--- src/clock_prescaler_defines.vh ---
`ifndef CLOCK_PRESCALER_DEFINES_VH
`define CLOCK_PRESCALER_DEFINES_VH

// ----------------------------------------------------------------
// Register map
// ----------------------------------------------------------------
`define REG_IDX_DIVIDE_CTRL   8'h61
`define REG_ADDR_DIVIDE_CTRL  12'h184
`define REG_ADDR_TRIM         12'h188
`define ADDR_WIDTH            12

// ----------------------------------------------------------------
// Divide control fields
// ----------------------------------------------------------------
`define UNLOCK_BIT            7
`define CODE_MSB              3
`define CODE_LSB              0
`define CODE_MAX              4'h8
`define CODE_RESET_PLAIN      4'h0
`define CODE_RESET_DIV8       4'h3

// ----------------------------------------------------------------
// Timing
// ----------------------------------------------------------------
`define UNLOCK_WINDOW_CYCLES  3'h4

// ----------------------------------------------------------------
// Trim fields
// ----------------------------------------------------------------
`define TRIM_RANGE_BIT        7
`define TRIM_FACTORY_DEFAULT  8'h80

// ----------------------------------------------------------------
// Bus responses
// ----------------------------------------------------------------
`define RESP_OKAY             2'h0
`define RESP_SLVERR           2'h2

`endif

--- src/divide_unlock_timer.v ---
`timescale 1ns/100ps
// ----------------------------------------------------------------
// Unlock window: set on arm, cleared after fixed count or on consume
// ----------------------------------------------------------------
module divide_unlock_timer #(
  parameter [2:0] WINDOW = 3'h4
) (
  // Clock and reset
  input  wire       aclk,
  input  wire       aresetn,
  // Control
  input  wire       arm,
  input  wire       consume,
  // Status
  output reg        open_reg
);

  reg  [2:0] count_reg;

  always @(posedge aclk) begin
    if (!aresetn) begin
      open_reg  <= 1'b0;
      count_reg <= 3'h0;
    end else if (open_reg) begin
      // Re-arming neither restarts nor clears the window
      if (consume || count_reg == WINDOW - 3'h1) begin
        open_reg  <= 1'b0;
        count_reg <= 3'h0;
      end else begin
        count_reg <= count_reg + 3'h1;
      end
    end else if (arm) begin
      open_reg  <= 1'b1;
      count_reg <= 3'h0;
    end
  end

endmodule

--- src/ripple_divider.v ---
`timescale 1ns/100ps
// ----------------------------------------------------------------
// Glitch-free power-of-two divider, switches only at old period end
// ----------------------------------------------------------------
module ripple_divider #(
  parameter STAGES = 8
) (
  // Clock and reset
  input  wire       aclk,
  input  wire       aresetn,
  // Selection
  input  wire [3:0] code,
  input  wire [3:0] reset_code,
  // Divided clock
  output reg        div_clk_reg,
  output reg  [3:0] active_code_reg
);

  reg  [STAGES-1:0] count_reg;
  reg  [STAGES-1:0] half_mask;
  wire              period_end;
  wire              half_end;

  always @* begin
    half_mask = {STAGES{1'b0}};
    if (active_code_reg != 4'h0)
      half_mask = ({{(STAGES-1){1'b0}}, 1'b1} << (active_code_reg - 4'h1)) - 1'b1;
  end

  // Full mask = two halves; count wraps at end of each half period
  assign half_end   = (count_reg == half_mask);
  assign period_end = half_end && div_clk_reg;

  always @(posedge aclk) begin
    if (!aresetn) begin
      count_reg       <= {STAGES{1'b0}};
      div_clk_reg     <= 1'b0;
      // Start at the fuse factor
      active_code_reg <= reset_code;
    end else if (active_code_reg == 4'h0 || code == 4'h0 && period_end) begin
      // Undivided: toggle each edge as a two-phase stand-in
      div_clk_reg     <= ~div_clk_reg;
      count_reg       <= {STAGES{1'b0}};
      if (div_clk_reg)
        active_code_reg <= code;
    end else if (half_end) begin
      div_clk_reg <= ~div_clk_reg;
      count_reg   <= {STAGES{1'b0}};
      // New factor only at an old period boundary
      if (div_clk_reg)
        active_code_reg <= code;
    end else begin
      count_reg <= count_reg + {{(STAGES-1){1'b0}}, 1'b1};
    end
  end

endmodule

--- src/system_clock_prescaler.v ---
// Implementation choice: the AXI4-Lite slave port.
`timescale 1ns/100ps
`include "clock_prescaler_defines.vh"

module system_clock_prescaler #(
  parameter [7:0] FACTORY_TRIM = `TRIM_FACTORY_DEFAULT,
  parameter       STAGES       = 8
) (
  // Clock and reset
  input  wire                    aclk,
  input  wire                    aresetn,
  // Fuse
  input  wire                    divide_by_eight_fuse,
  // AXI4-Lite write address
  input  wire [`ADDR_WIDTH-1:0]  s_axi_awaddr,
  input  wire                    s_axi_awvalid,
  output reg                     s_axi_awready,
  // AXI4-Lite write data
  input  wire [31:0]             s_axi_wdata,
  input  wire [3:0]              s_axi_wstrb,
  input  wire                    s_axi_wvalid,
  output reg                     s_axi_wready,
  // AXI4-Lite write response
  output reg  [1:0]              s_axi_bresp,
  output reg                     s_axi_bvalid,
  input  wire                    s_axi_bready,
  // AXI4-Lite read address
  input  wire [`ADDR_WIDTH-1:0]  s_axi_araddr,
  input  wire                    s_axi_arvalid,
  output reg                     s_axi_arready,
  // AXI4-Lite read data
  output reg  [31:0]             s_axi_rdata,
  output reg  [1:0]              s_axi_rresp,
  output reg                     s_axi_rvalid,
  input  wire                    s_axi_rready,
  // Divided clock domains
  output reg                     processor_clock,
  output reg                     program_memory_clock,
  output reg                     peripheral_io_clock,
  output reg                     converter_clock,
  // Oscillator trim
  output reg  [7:0]              rc_oscillator_trim,
  output reg                     trim_range_select
);

  // ----------------------------------------------------------------
  // Write channel capture
  // ----------------------------------------------------------------
  reg  [`ADDR_WIDTH-1:0] awaddr_reg;
  reg                    aw_held_reg;
  reg  [7:0]             wdata_reg;
  reg                    wstrb0_reg;
  reg                    w_held_reg;
  reg  [3:0]             divide_select_code_reg;
  reg  [7:0]             trim_reg;
  reg                    fuse_seen_reg;
  reg  [31:0]            rdata_next;
  reg  [1:0]             rresp_next;
  wire                   divide_change_unlock;
  wire                   do_write;
  wire                   write_done;
  wire                   read_done;
  wire                   hit_ctrl;
  wire                   hit_trim;
  wire                   rd_hit_ctrl;
  wire                   rd_hit_trim;
  wire                   arm_unlock;
  wire                   code_write;
  wire                   trim_write;
  wire                   code_legal;
  wire [3:0]             new_code;
  wire                   div_clk;
  wire [3:0]             reset_code;

  // ----------------------------------------------------------------
  // Address decode
  // ----------------------------------------------------------------
  localparam [`ADDR_WIDTH-1:0] CTRL_ADDR   = `REG_ADDR_DIVIDE_CTRL;
  localparam [`ADDR_WIDTH-1:0] TRIM_ADDR   = `REG_ADDR_TRIM;
  localparam [7:0]             UNLOCK_ONLY = 8'h01 << `UNLOCK_BIT;

  // Word compare only; address bits below 2 ignored
  assign hit_ctrl    = (awaddr_reg[`ADDR_WIDTH-1:2] == CTRL_ADDR[`ADDR_WIDTH-1:2]);
  assign hit_trim    = (awaddr_reg[`ADDR_WIDTH-1:2] == TRIM_ADDR[`ADDR_WIDTH-1:2]);
  assign rd_hit_ctrl = (s_axi_araddr[`ADDR_WIDTH-1:2] == CTRL_ADDR[`ADDR_WIDTH-1:2]);
  assign rd_hit_trim = (s_axi_araddr[`ADDR_WIDTH-1:2] == TRIM_ADDR[`ADDR_WIDTH-1:2]);

  // ----------------------------------------------------------------
  // Write qualification
  // ----------------------------------------------------------------
  assign do_write    = aw_held_reg && w_held_reg && !s_axi_bvalid;
  assign write_done  = s_axi_bvalid && s_axi_bready;
  assign read_done   = s_axi_rvalid && s_axi_rready;
  assign new_code    = wdata_reg[`CODE_MSB:`CODE_LSB];
  assign code_legal  = (new_code <= `CODE_MAX);
  // Unlock sets only with every other bit of wdata_reg (data bits 7:0) zero; bits 31:8 are not checked
  assign arm_unlock  = do_write && hit_ctrl && wstrb0_reg && wdata_reg == UNLOCK_ONLY;
  // Code write with unlock bit zero during the open window
  assign code_write  = do_write && hit_ctrl && wstrb0_reg &&
                       !wdata_reg[`UNLOCK_BIT] && divide_change_unlock;
  // Trim writes wait until the factory value is in
  assign trim_write  = fuse_seen_reg && do_write && hit_trim && wstrb0_reg;
  assign reset_code  = divide_by_eight_fuse ? `CODE_RESET_DIV8 : `CODE_RESET_PLAIN;

  // ----------------------------------------------------------------
  // Write address channel
  // ----------------------------------------------------------------
  always @(posedge aclk) begin
    if (!aresetn) begin
      s_axi_awready <= 1'b1;
      aw_held_reg   <= 1'b0;
      awaddr_reg    <= {`ADDR_WIDTH{1'b0}};
    end else if (s_axi_awvalid && s_axi_awready) begin
      awaddr_reg    <= s_axi_awaddr;
      aw_held_reg   <= 1'b1;
      s_axi_awready <= 1'b0;
    end else if (write_done) begin
      aw_held_reg   <= 1'b0;
      s_axi_awready <= 1'b1;
    end
  end

  // ----------------------------------------------------------------
  // Write data channel
  // ----------------------------------------------------------------
  always @(posedge aclk) begin
    if (!aresetn) begin
      s_axi_wready <= 1'b1;
      w_held_reg   <= 1'b0;
      wdata_reg    <= 8'h00;
      wstrb0_reg   <= 1'b0;
    end else if (s_axi_wvalid && s_axi_wready) begin
      wdata_reg    <= s_axi_wdata[7:0];
      wstrb0_reg   <= s_axi_wstrb[0];
      w_held_reg   <= 1'b1;
      s_axi_wready <= 1'b0;
    end else if (write_done) begin
      w_held_reg   <= 1'b0;
      s_axi_wready <= 1'b1;
    end
  end

  // ----------------------------------------------------------------
  // Write response
  // ----------------------------------------------------------------
  always @(posedge aclk) begin
    if (!aresetn) begin
      s_axi_bvalid <= 1'b0;
      s_axi_bresp  <= `RESP_OKAY;
    end else if (do_write) begin
      s_axi_bvalid <= 1'b1;
      s_axi_bresp  <= (hit_ctrl || hit_trim) ? `RESP_OKAY : `RESP_SLVERR;
    end else if (write_done) begin
      s_axi_bvalid <= 1'b0;
    end
  end

  // ----------------------------------------------------------------
  // Unlock window
  // ----------------------------------------------------------------
  divide_unlock_timer #(
    .WINDOW   (`UNLOCK_WINDOW_CYCLES)
  ) u_unlock (
    .aclk     (aclk),
    .aresetn  (aresetn),
    .arm      (arm_unlock),
    .consume  (code_write),
    .open_reg (divide_change_unlock)
  );

  // ----------------------------------------------------------------
  // Divide code and trim
  // ----------------------------------------------------------------
  // Fuse and factory value caught at first edge after release
  always @(posedge aclk) begin
    if (!aresetn)
      fuse_seen_reg <= 1'b0;
    else
      fuse_seen_reg <= 1'b1;
  end

  always @(posedge aclk) begin
    if (!aresetn) begin
      divide_select_code_reg <= `CODE_RESET_PLAIN;
    end else if (!fuse_seen_reg) begin
      divide_select_code_reg <= reset_code;
    end else if (code_write && code_legal) begin
      // Reserved codes dropped
      divide_select_code_reg <= new_code;
    end
  end

  // ----------------------------------------------------------------
  // Oscillator trim register
  // ----------------------------------------------------------------
  always @(posedge aclk) begin
    if (!aresetn) begin
      trim_reg <= 8'h00;
    end else if (!fuse_seen_reg) begin
      trim_reg <= FACTORY_TRIM;
    end else if (trim_write) begin
      trim_reg <= wdata_reg;
    end
  end

  // ----------------------------------------------------------------
  // Divider
  // ----------------------------------------------------------------
  ripple_divider #(
    .STAGES          (STAGES)
  ) u_divider (
    .aclk            (aclk),
    .aresetn         (aresetn),
    .code            (divide_select_code_reg),
    .reset_code      (reset_code),
    .div_clk_reg     (div_clk),
    .active_code_reg ()
  );

  always @(posedge aclk) begin
    if (!aresetn) begin
      processor_clock      <= 1'b0;
      program_memory_clock <= 1'b0;
      peripheral_io_clock  <= 1'b0;
      converter_clock      <= 1'b0;
    end else begin
      processor_clock      <= div_clk;
      program_memory_clock <= div_clk;
      peripheral_io_clock  <= div_clk;
      converter_clock      <= div_clk;
    end
  end

  // ----------------------------------------------------------------
  // Trim outputs
  // ----------------------------------------------------------------
  always @(posedge aclk) begin
    if (!aresetn) begin
      rc_oscillator_trim <= 8'h00;
      trim_range_select  <= 1'b0;
    end else begin
      rc_oscillator_trim <= trim_reg;
      trim_range_select  <= trim_reg[`TRIM_RANGE_BIT];
    end
  end

  // ----------------------------------------------------------------
  // Read channel
  // ----------------------------------------------------------------
  always @* begin
    rdata_next = 32'h00000000;
    rresp_next = `RESP_OKAY;
    if (rd_hit_ctrl)
      rdata_next = {24'h000000, divide_change_unlock, 3'h0, divide_select_code_reg};
    else if (rd_hit_trim)
      rdata_next = {24'h000000, trim_reg};
    else
      rresp_next = `RESP_SLVERR;
  end

  // ----------------------------------------------------------------
  // Read response
  // ----------------------------------------------------------------
  always @(posedge aclk) begin
    if (!aresetn) begin
      s_axi_arready <= 1'b1;
      s_axi_rvalid  <= 1'b0;
      s_axi_rdata   <= 32'h00000000;
      s_axi_rresp   <= `RESP_OKAY;
    end else if (s_axi_arvalid && s_axi_arready) begin
      s_axi_arready <= 1'b0;
      s_axi_rvalid  <= 1'b1;
      s_axi_rdata   <= rdata_next;
      s_axi_rresp   <= rresp_next;
    end else if (read_done) begin
      s_axi_rvalid  <= 1'b0;
      s_axi_arready <= 1'b1;
    end
  end

endmodule

--- config.mk ---
export PLATFORM = sky130hd
export DESIGN_NAME = system_clock_prescaler
export DESIGN_NICKNAME = d
export VERILOG_FILES = /design/src/divide_unlock_timer.v /design/src/ripple_divider.v /design/src/system_clock_prescaler.v
export VERILOG_INCLUDE_DIRS = /design/src
export SDC_FILE = /design/constraint.sdc
export NUM_CORES = 1
export LEC_CHECK = 0
export BUFFER_PORTS_ARGS = -buffer_cell sky130_fd_sc_hd__buf_2
export CORE_MARGIN = 2
export CORE_UTILIZATION = 35
export CTS_BUF_LIST = sky130_fd_sc_hd__clkbuf_2
export DETAILED_ROUTE_END_ITERATION = 12
export GPL_TIMING_DRIVEN = 0
export SETUP_SLACK_MARGIN = 0.05
export SLEW_MARGIN = 20
export SYNTH_ARGS = -nofsm -noshare
export SYNTH_HDL_FRONTEND = slang
export SYNTH_HIERARCHICAL = 1
export SYNTH_SLANG_ARGS = --single-unit
--- constraint.sdc ---
create_clock -name aclk -period 7.9 [get_ports aclk]
set_clock_uncertainty 0.05 [all_clocks]
set_input_delay 0.79 -clock aclk [delete_from_list [all_inputs] [get_ports aclk]]
set_output_delay 0.79 -clock aclk [all_outputs]
set_load 0.05 [all_outputs]
### After elaboration in Yosys (flattened, before gate mapping)

Index checks and enable logic that the tools add are counted.

| storage, ports and cells | value |
|---|---|
| input bits | 68 |
| word-level logic and storage cells | 112 |
| bits in registers | 104 |

| operators by class | value |
|---|---|
| reductions and logical operators | 34 |
| magnitude comparators | 1 |
| bitwise operators | 2 |
| eq/ne operators | 10 |
| shifts and indexed selects | 1 |
| mux-type cells | 35 |
| add/sub/neg operators | 4 |

Operators with widths:

| cell | number |
|---|---|
| $eq 10x7->1 const B | 4 |
| $mux 8 | 5 |
| $mux 4 | 6 |
| $logic_and 1x1->1 | 18 |
| $mux 1 | 17 |
| $reduce_bool 2->1 | 6 |
| $mux 3 | 3 |
| $add 8x1->8 const B | 1 |
| $eq 8x8->1 | 1 |
| $eq 8x8->1 const B | 1 |
| $logic_not 4->1 | 2 |
| $mux 2 | 4 |
| $shl 1x4->8 const A | 1 |
| $sub 8x1->8 const B | 1 |
| $le 4x4->1 const B | 1 |
| $ne 2x1->1 const B | 2 |
| $reduce_bool 4->1 | 1 |
| $sub 4x1->4 const B | 1 |
| $add 3x1->3 const B | 1 |
| $eq 3x2->1 const B | 1 |
| $logic_or 1x1->1 | 3 |
| $ne 3x1->1 const B | 1 |
| $reduce_or 3->1 | 1 |
| $logic_not 1->1 | 2 |
| other kinds (2) | 3 |

### Logic depth before layout (Yosys ltp)

| depth | value |
|---|---|
| depth in word-level cells | 10 |
| gate-level depth with buffers | 13 |
| mapped depth without buffers | 9 |

### Hierarchy

The synthesis kept the hierarchy.

By module, submodules not included:

| module | cells each | sequential area each (µm²) | instances | area each (µm²) |
|---|---|---|---|---|
| system_clock_prescaler | 269 | 1161.1 | 1 | 2458.6 |
| ripple_divider | 113 | 300.3 | 1 | 957.2 |
| divide_unlock_timer | 19 | 80.1 | 1 | 207.7 |

### Worst setup path after synthesis

Ideal clock, no wire load.

| timing | value |
|---|---|
| kind | reg2reg |
| from | reg u_divider.active_code_reg[2] |
| to | reg u_divider.active_code_reg[0], enable pin |
| clock period less this slack | 3.208 ns |
| path slack | 4.692 ns |
| stages on the path, launching flop included | 14 |
| data required time | 7.533 ns |
| library setup time | 0.317 ns |
| arrival | 2.841 ns |
| cell sequence | edfxtp_1 -> buf_2 -> clkbuf_1 -> nor3_1 -> nand2_1 -> ha_1 -> buf_2 -> nor2b_1 -> o21a_1 -> or3_1 -> a2111oi_2 -> a31o_1 -> buf_6 -> a21boi_2 |

| on the way | value |
|---|---|
| word-level cells in the longest chain between the ends | 9 |
| elaborated cells on any way between the ends | 11 |
| classes of those cells | add/sub: 2; eq/ne: 2; shift: 1; mux: 1; reduce/logical: 5 |

Ends and longest elaborated chain:

| item | line | RTL |
|---|---|---|
| start, declared | ripple_divider.v:16 | `output reg [3:0] active_code_reg` |
| start signal, assigned | ripple_divider.v:39 | `active_code_reg <= reset_code;` |
| start signal, assigned | ripple_divider.v:45 | `active_code_reg <= code;` |
| start signal, assigned | ripple_divider.v:51 | `active_code_reg <= code;` |
| $sub 4x1->4 | ripple_divider.v:27 | `half_mask = ({{(STAGES-1){1'b0}}, 1'b1} << (active_code_reg - 4'h1)) - 1'b1;` |
| $shl 1x4->8 | ripple_divider.v:27 |  |
| $sub 8x1->8 | ripple_divider.v:27 |  |
| $mux 8 | ripple_divider.v:26 | `if (active_code_reg != 4'h0)` |
| $eq 8x8->1 | ripple_divider.v:31 | `assign half_end = (count_reg == half_mask);` |
| $logic_and 1x1->1 | ripple_divider.v:32 | `assign period_end = half_end && div_clk_reg;` |
| $logic_and 1x1->1 | ripple_divider.v:40 | `end else if (active_code_reg == 4'h0 \|\| code == 4'h0 && period_end) begin` |
| $logic_or 1x1->1 | ripple_divider.v:40 |  |
| $ne 3x1->1 (no line) * | -- |  |

Every way passes the cells marked *; elsewhere a longest branch is shown, timed or not.
A chain may end at the register's enable or synchronous reset.

### Final worst setup path

Ends and elaborated chain as after synthesis.

==> results.yml <==
power_and_ir_drop:
  p_total_w: 0.0008247
  ir_drop_uv: 79.07
  power.density_nw_per_um2: 190.2
  power_leakage_nw: 1.930
die:
  die_height_um: 105.8
  io_pins: 122
  core-area_um2: 10180
  die_w_um: 105.8
  initial_utilization_pct: 35.58
  dieArea_um2: 11180
  rows: 37
clock_network:
  numCtsBuffers: 9
  clkTransAtPathRegs_ps: 230
  root_buffer: "clkbuf_2"
  ctsHoldBuffers: 0
  cts_num_sinks: 75
  clkLatencyLatePin_ps: 520
  cts_htree_levels: 3
  cts_tree: "done"
  cts_max_path_buffers: 2
  cts_resized: 0
  post_cts_buffers: 0
setup_path:
  cp-end-kind: "register"
  worstSetupStartpoint: "u_divider/active_code_reg[2]"
  startpoint_type: "register"
  reg2reg_from: "u_divider/active_code_reg[2]"
  cp_max_fo: 10
  worstPathRequired_ps: 8070
  crit_arrival_ps: 3830
  regToRegSetupSlack_ps: 4240
  critPathKind: "reg2reg"
final_layout:
  area_growth_pct: 19.65
  drive_gt1_share_pct: 26.57
  largest_reg_flops: 10
  n_antenna_cell: 0
  fin_nets: 575
timing:
  setup_viol: 0
  finalHoldViolCount: 0
  slew_headroom_pct: 58.36
  fmax_ghz: 0.2729
  worstMarginPinSlew_ps: 619.5
  rsz0062_at_grt: "no"
  setup_tns_ps: 0
  slew_violations: 0
  period_needed_ps: 3664
  min_period_over_period_pct: 46.38
yosys:
  ys_seq_elements: 75
  postSynthAreaPerCell_um2: 9.036
  synth_edf_count: 4
  yosysUniqueCellTypes: 60
  syn-instance-count: 401
  synth.cell_area_um2: 3623
  synthArstFlopShare_pct: 0
  yosysWarnings: 6
  ys_seq_area_share_pct: 42.54
  yosys_most_used_dff: "dfxtp_1"
worst_hold_path:
  hold_start: "s_axi_rdata[6]"
  hold_class: "reg2reg"
placement:
  routabilityCongestion: 0.8046
  io_buffers: 64
  dp_hpwl_mm: 6.007
detailed_routing:
  drt_iter0_drc: 82
  via_per_inst: 4.649
  drc: 0
  ant_nets: 0
  avgRoutedWirePerCell_um: 12.48
  routed_wl_mm: 8.035
  num_vias: 2994
  dr.pass1.iters: 6
global_routing:
  grt_pass1_vias: 2815
  grt_overflow: 0
  grt_max_degree: 15
  grt_usage_pct: 14.90
  grt_antenna_before_repair: 0
  grt_first_pass_wirelength_mm: 13.38
flow_run:
  drv_cap: 0
outcome:
  status: "complete, no violations"
==> power breakdown <==
group | internal (W) | switching, W | total (W)
Combinational | 0.0000642 | 0.000119 | 0.000183
Sequential | 0.000403 | 0.0000185 | 0.000421
Clock | 0.0000746 | 0.000146 | 0.000220
Total | 0.000542 | 0.000283 | 0.000825
==> Yosys cell counts (2+ instances only) <==
cell type	count	area, um^2
nand3_1	10	50.05
buf_2	3	15.01
or3_1	2	12.51
nand4_1	3	18.77
nand2b_1	4	25.02
o211a_1	3	30.03
nor3_1	5	25.02
nand3b_1	5	37.54
edfxtp_1	4	120.1
o21a_1	5	37.54
nor4b_1	3	26.28
mux2_2	5	56.30
or4b_4	2	27.53
nor4_2	2	25.02
nor3b_1	7	52.55
xnor2_1	5	43.79
a21boi_0	21	157.7
nor2_1	28	105.1
and2_1	16	100.1
xor2_1	4	35.03
clkbuf_1	13	48.80
ha_1	4	50.05
nand2_1	55	206.5
inv_1	5	18.77
mux2i_1	7	70.07
and4bb_2	2	25.02
nor4bb_1	3	30.03
dfxtp_1	71	1421
nor2b_1	5	31.28
a31oi_1	4	25.02
buf_4	31	232.7
a21oi_1	10	50.05
a221oi_1	5	43.79
a21boi_1	3	22.52
and3_1	3	18.77
and4b_1	2	20.02
o21ai_0	18	90.09
==> metrics by stage <==
step	cell area, um^2	std cells	util (%)	setup slack [ps]	hold slack, ps
after CTS	4335	644	42.57	4270	387.8
after global placement	4215	628	41.39	4383	390.5
after floorplan	3725	428	-	4692	388.9
final	4335	644	42.57	4236	416.3
after global routing	4335	644	42.57	3990	370.1
after detailed placement	4215	628	41.39	4317	392.7
==> kinds of logic (layout without fill, tap and decap cells) <==
kind of cell / count (synthesis) / count (layout) / synth area share, %
buffers and inverters: 54 / 134 / 9.116
muxes: 12 / 12 / 3.488
and+or+nand+nor: 167 / 167 / 26.07
AOI/OAI and AO/OA: 79 / 79 / 15.12
adders and majority gates: 4 / 4 / 1.381
DFF: 75 / 75 / 42.54
other: 1 / 28 / 0.1035
xor gates and xnor gates: 9 / 9 / 2.175
==> path summary, 6_finish.rpt <==
path / endpoint / cells past startpoint
setup / recovery: u_divider/active_code_reg[0] / 13
hold / removal: s_axi_rdata[6] / 2
setup reg to reg: u_divider/active_code_reg[0] / 13
hold reg to reg: s_axi_rdata[6] / 2
==> critical path, stage by stage, from the launching register on <==
cell and delay, ps:
edfxtp_1 410, buf_2 180, clkbuf_1 210, nor3_1 270
nand2_1 90, ha_1 190, buf_2 170, nor2b_1 140
o21a_1 200, or3_1 320, a2111oi_2 530, a31o_1 230
buf_6 130, a21boi_2 260
==> placed cells by master, fill, tap and decap left out, types with 9 or more instances in the layout <==
cell type,synthesis,final
dfxtp_1,71,71
buf_2,3,67
nand2_1,55,55
buf_4,31,31
nor2_1,28,28
conb_1,1,28
a21boi_0,21,21
o21ai_0,18,18
and2_1,16,16
clkbuf_1,13,13
nand3_1,10,10
a21oi_1,10,10
clkbuf_2,0,9
==> routing by layer <==
layer	wire [um]	vias to the layer above	track usage (%)	share of wire [%]
li1	-	1546	-	-
met1	3898	1375	19.42	49
met2	3726	65	24.61	46
met3	318	8	2.783	4.0
met4	91	0	5.357	1.1
met5	0	-	0	0
==> area by class of cell <==
class	instances	area (um^2)
flip-flops and latches	75	1541
clock buffers	9	45.04
fillers	1053	5849
multi-input cells	299	1853
clock inverters	7	75.07
repair buffers	64	320.3
well taps	136	170.2
plain buffers	48	307.8
inverters	6	22.52
No activity file was read; power rests on OpenSTA's default activity.
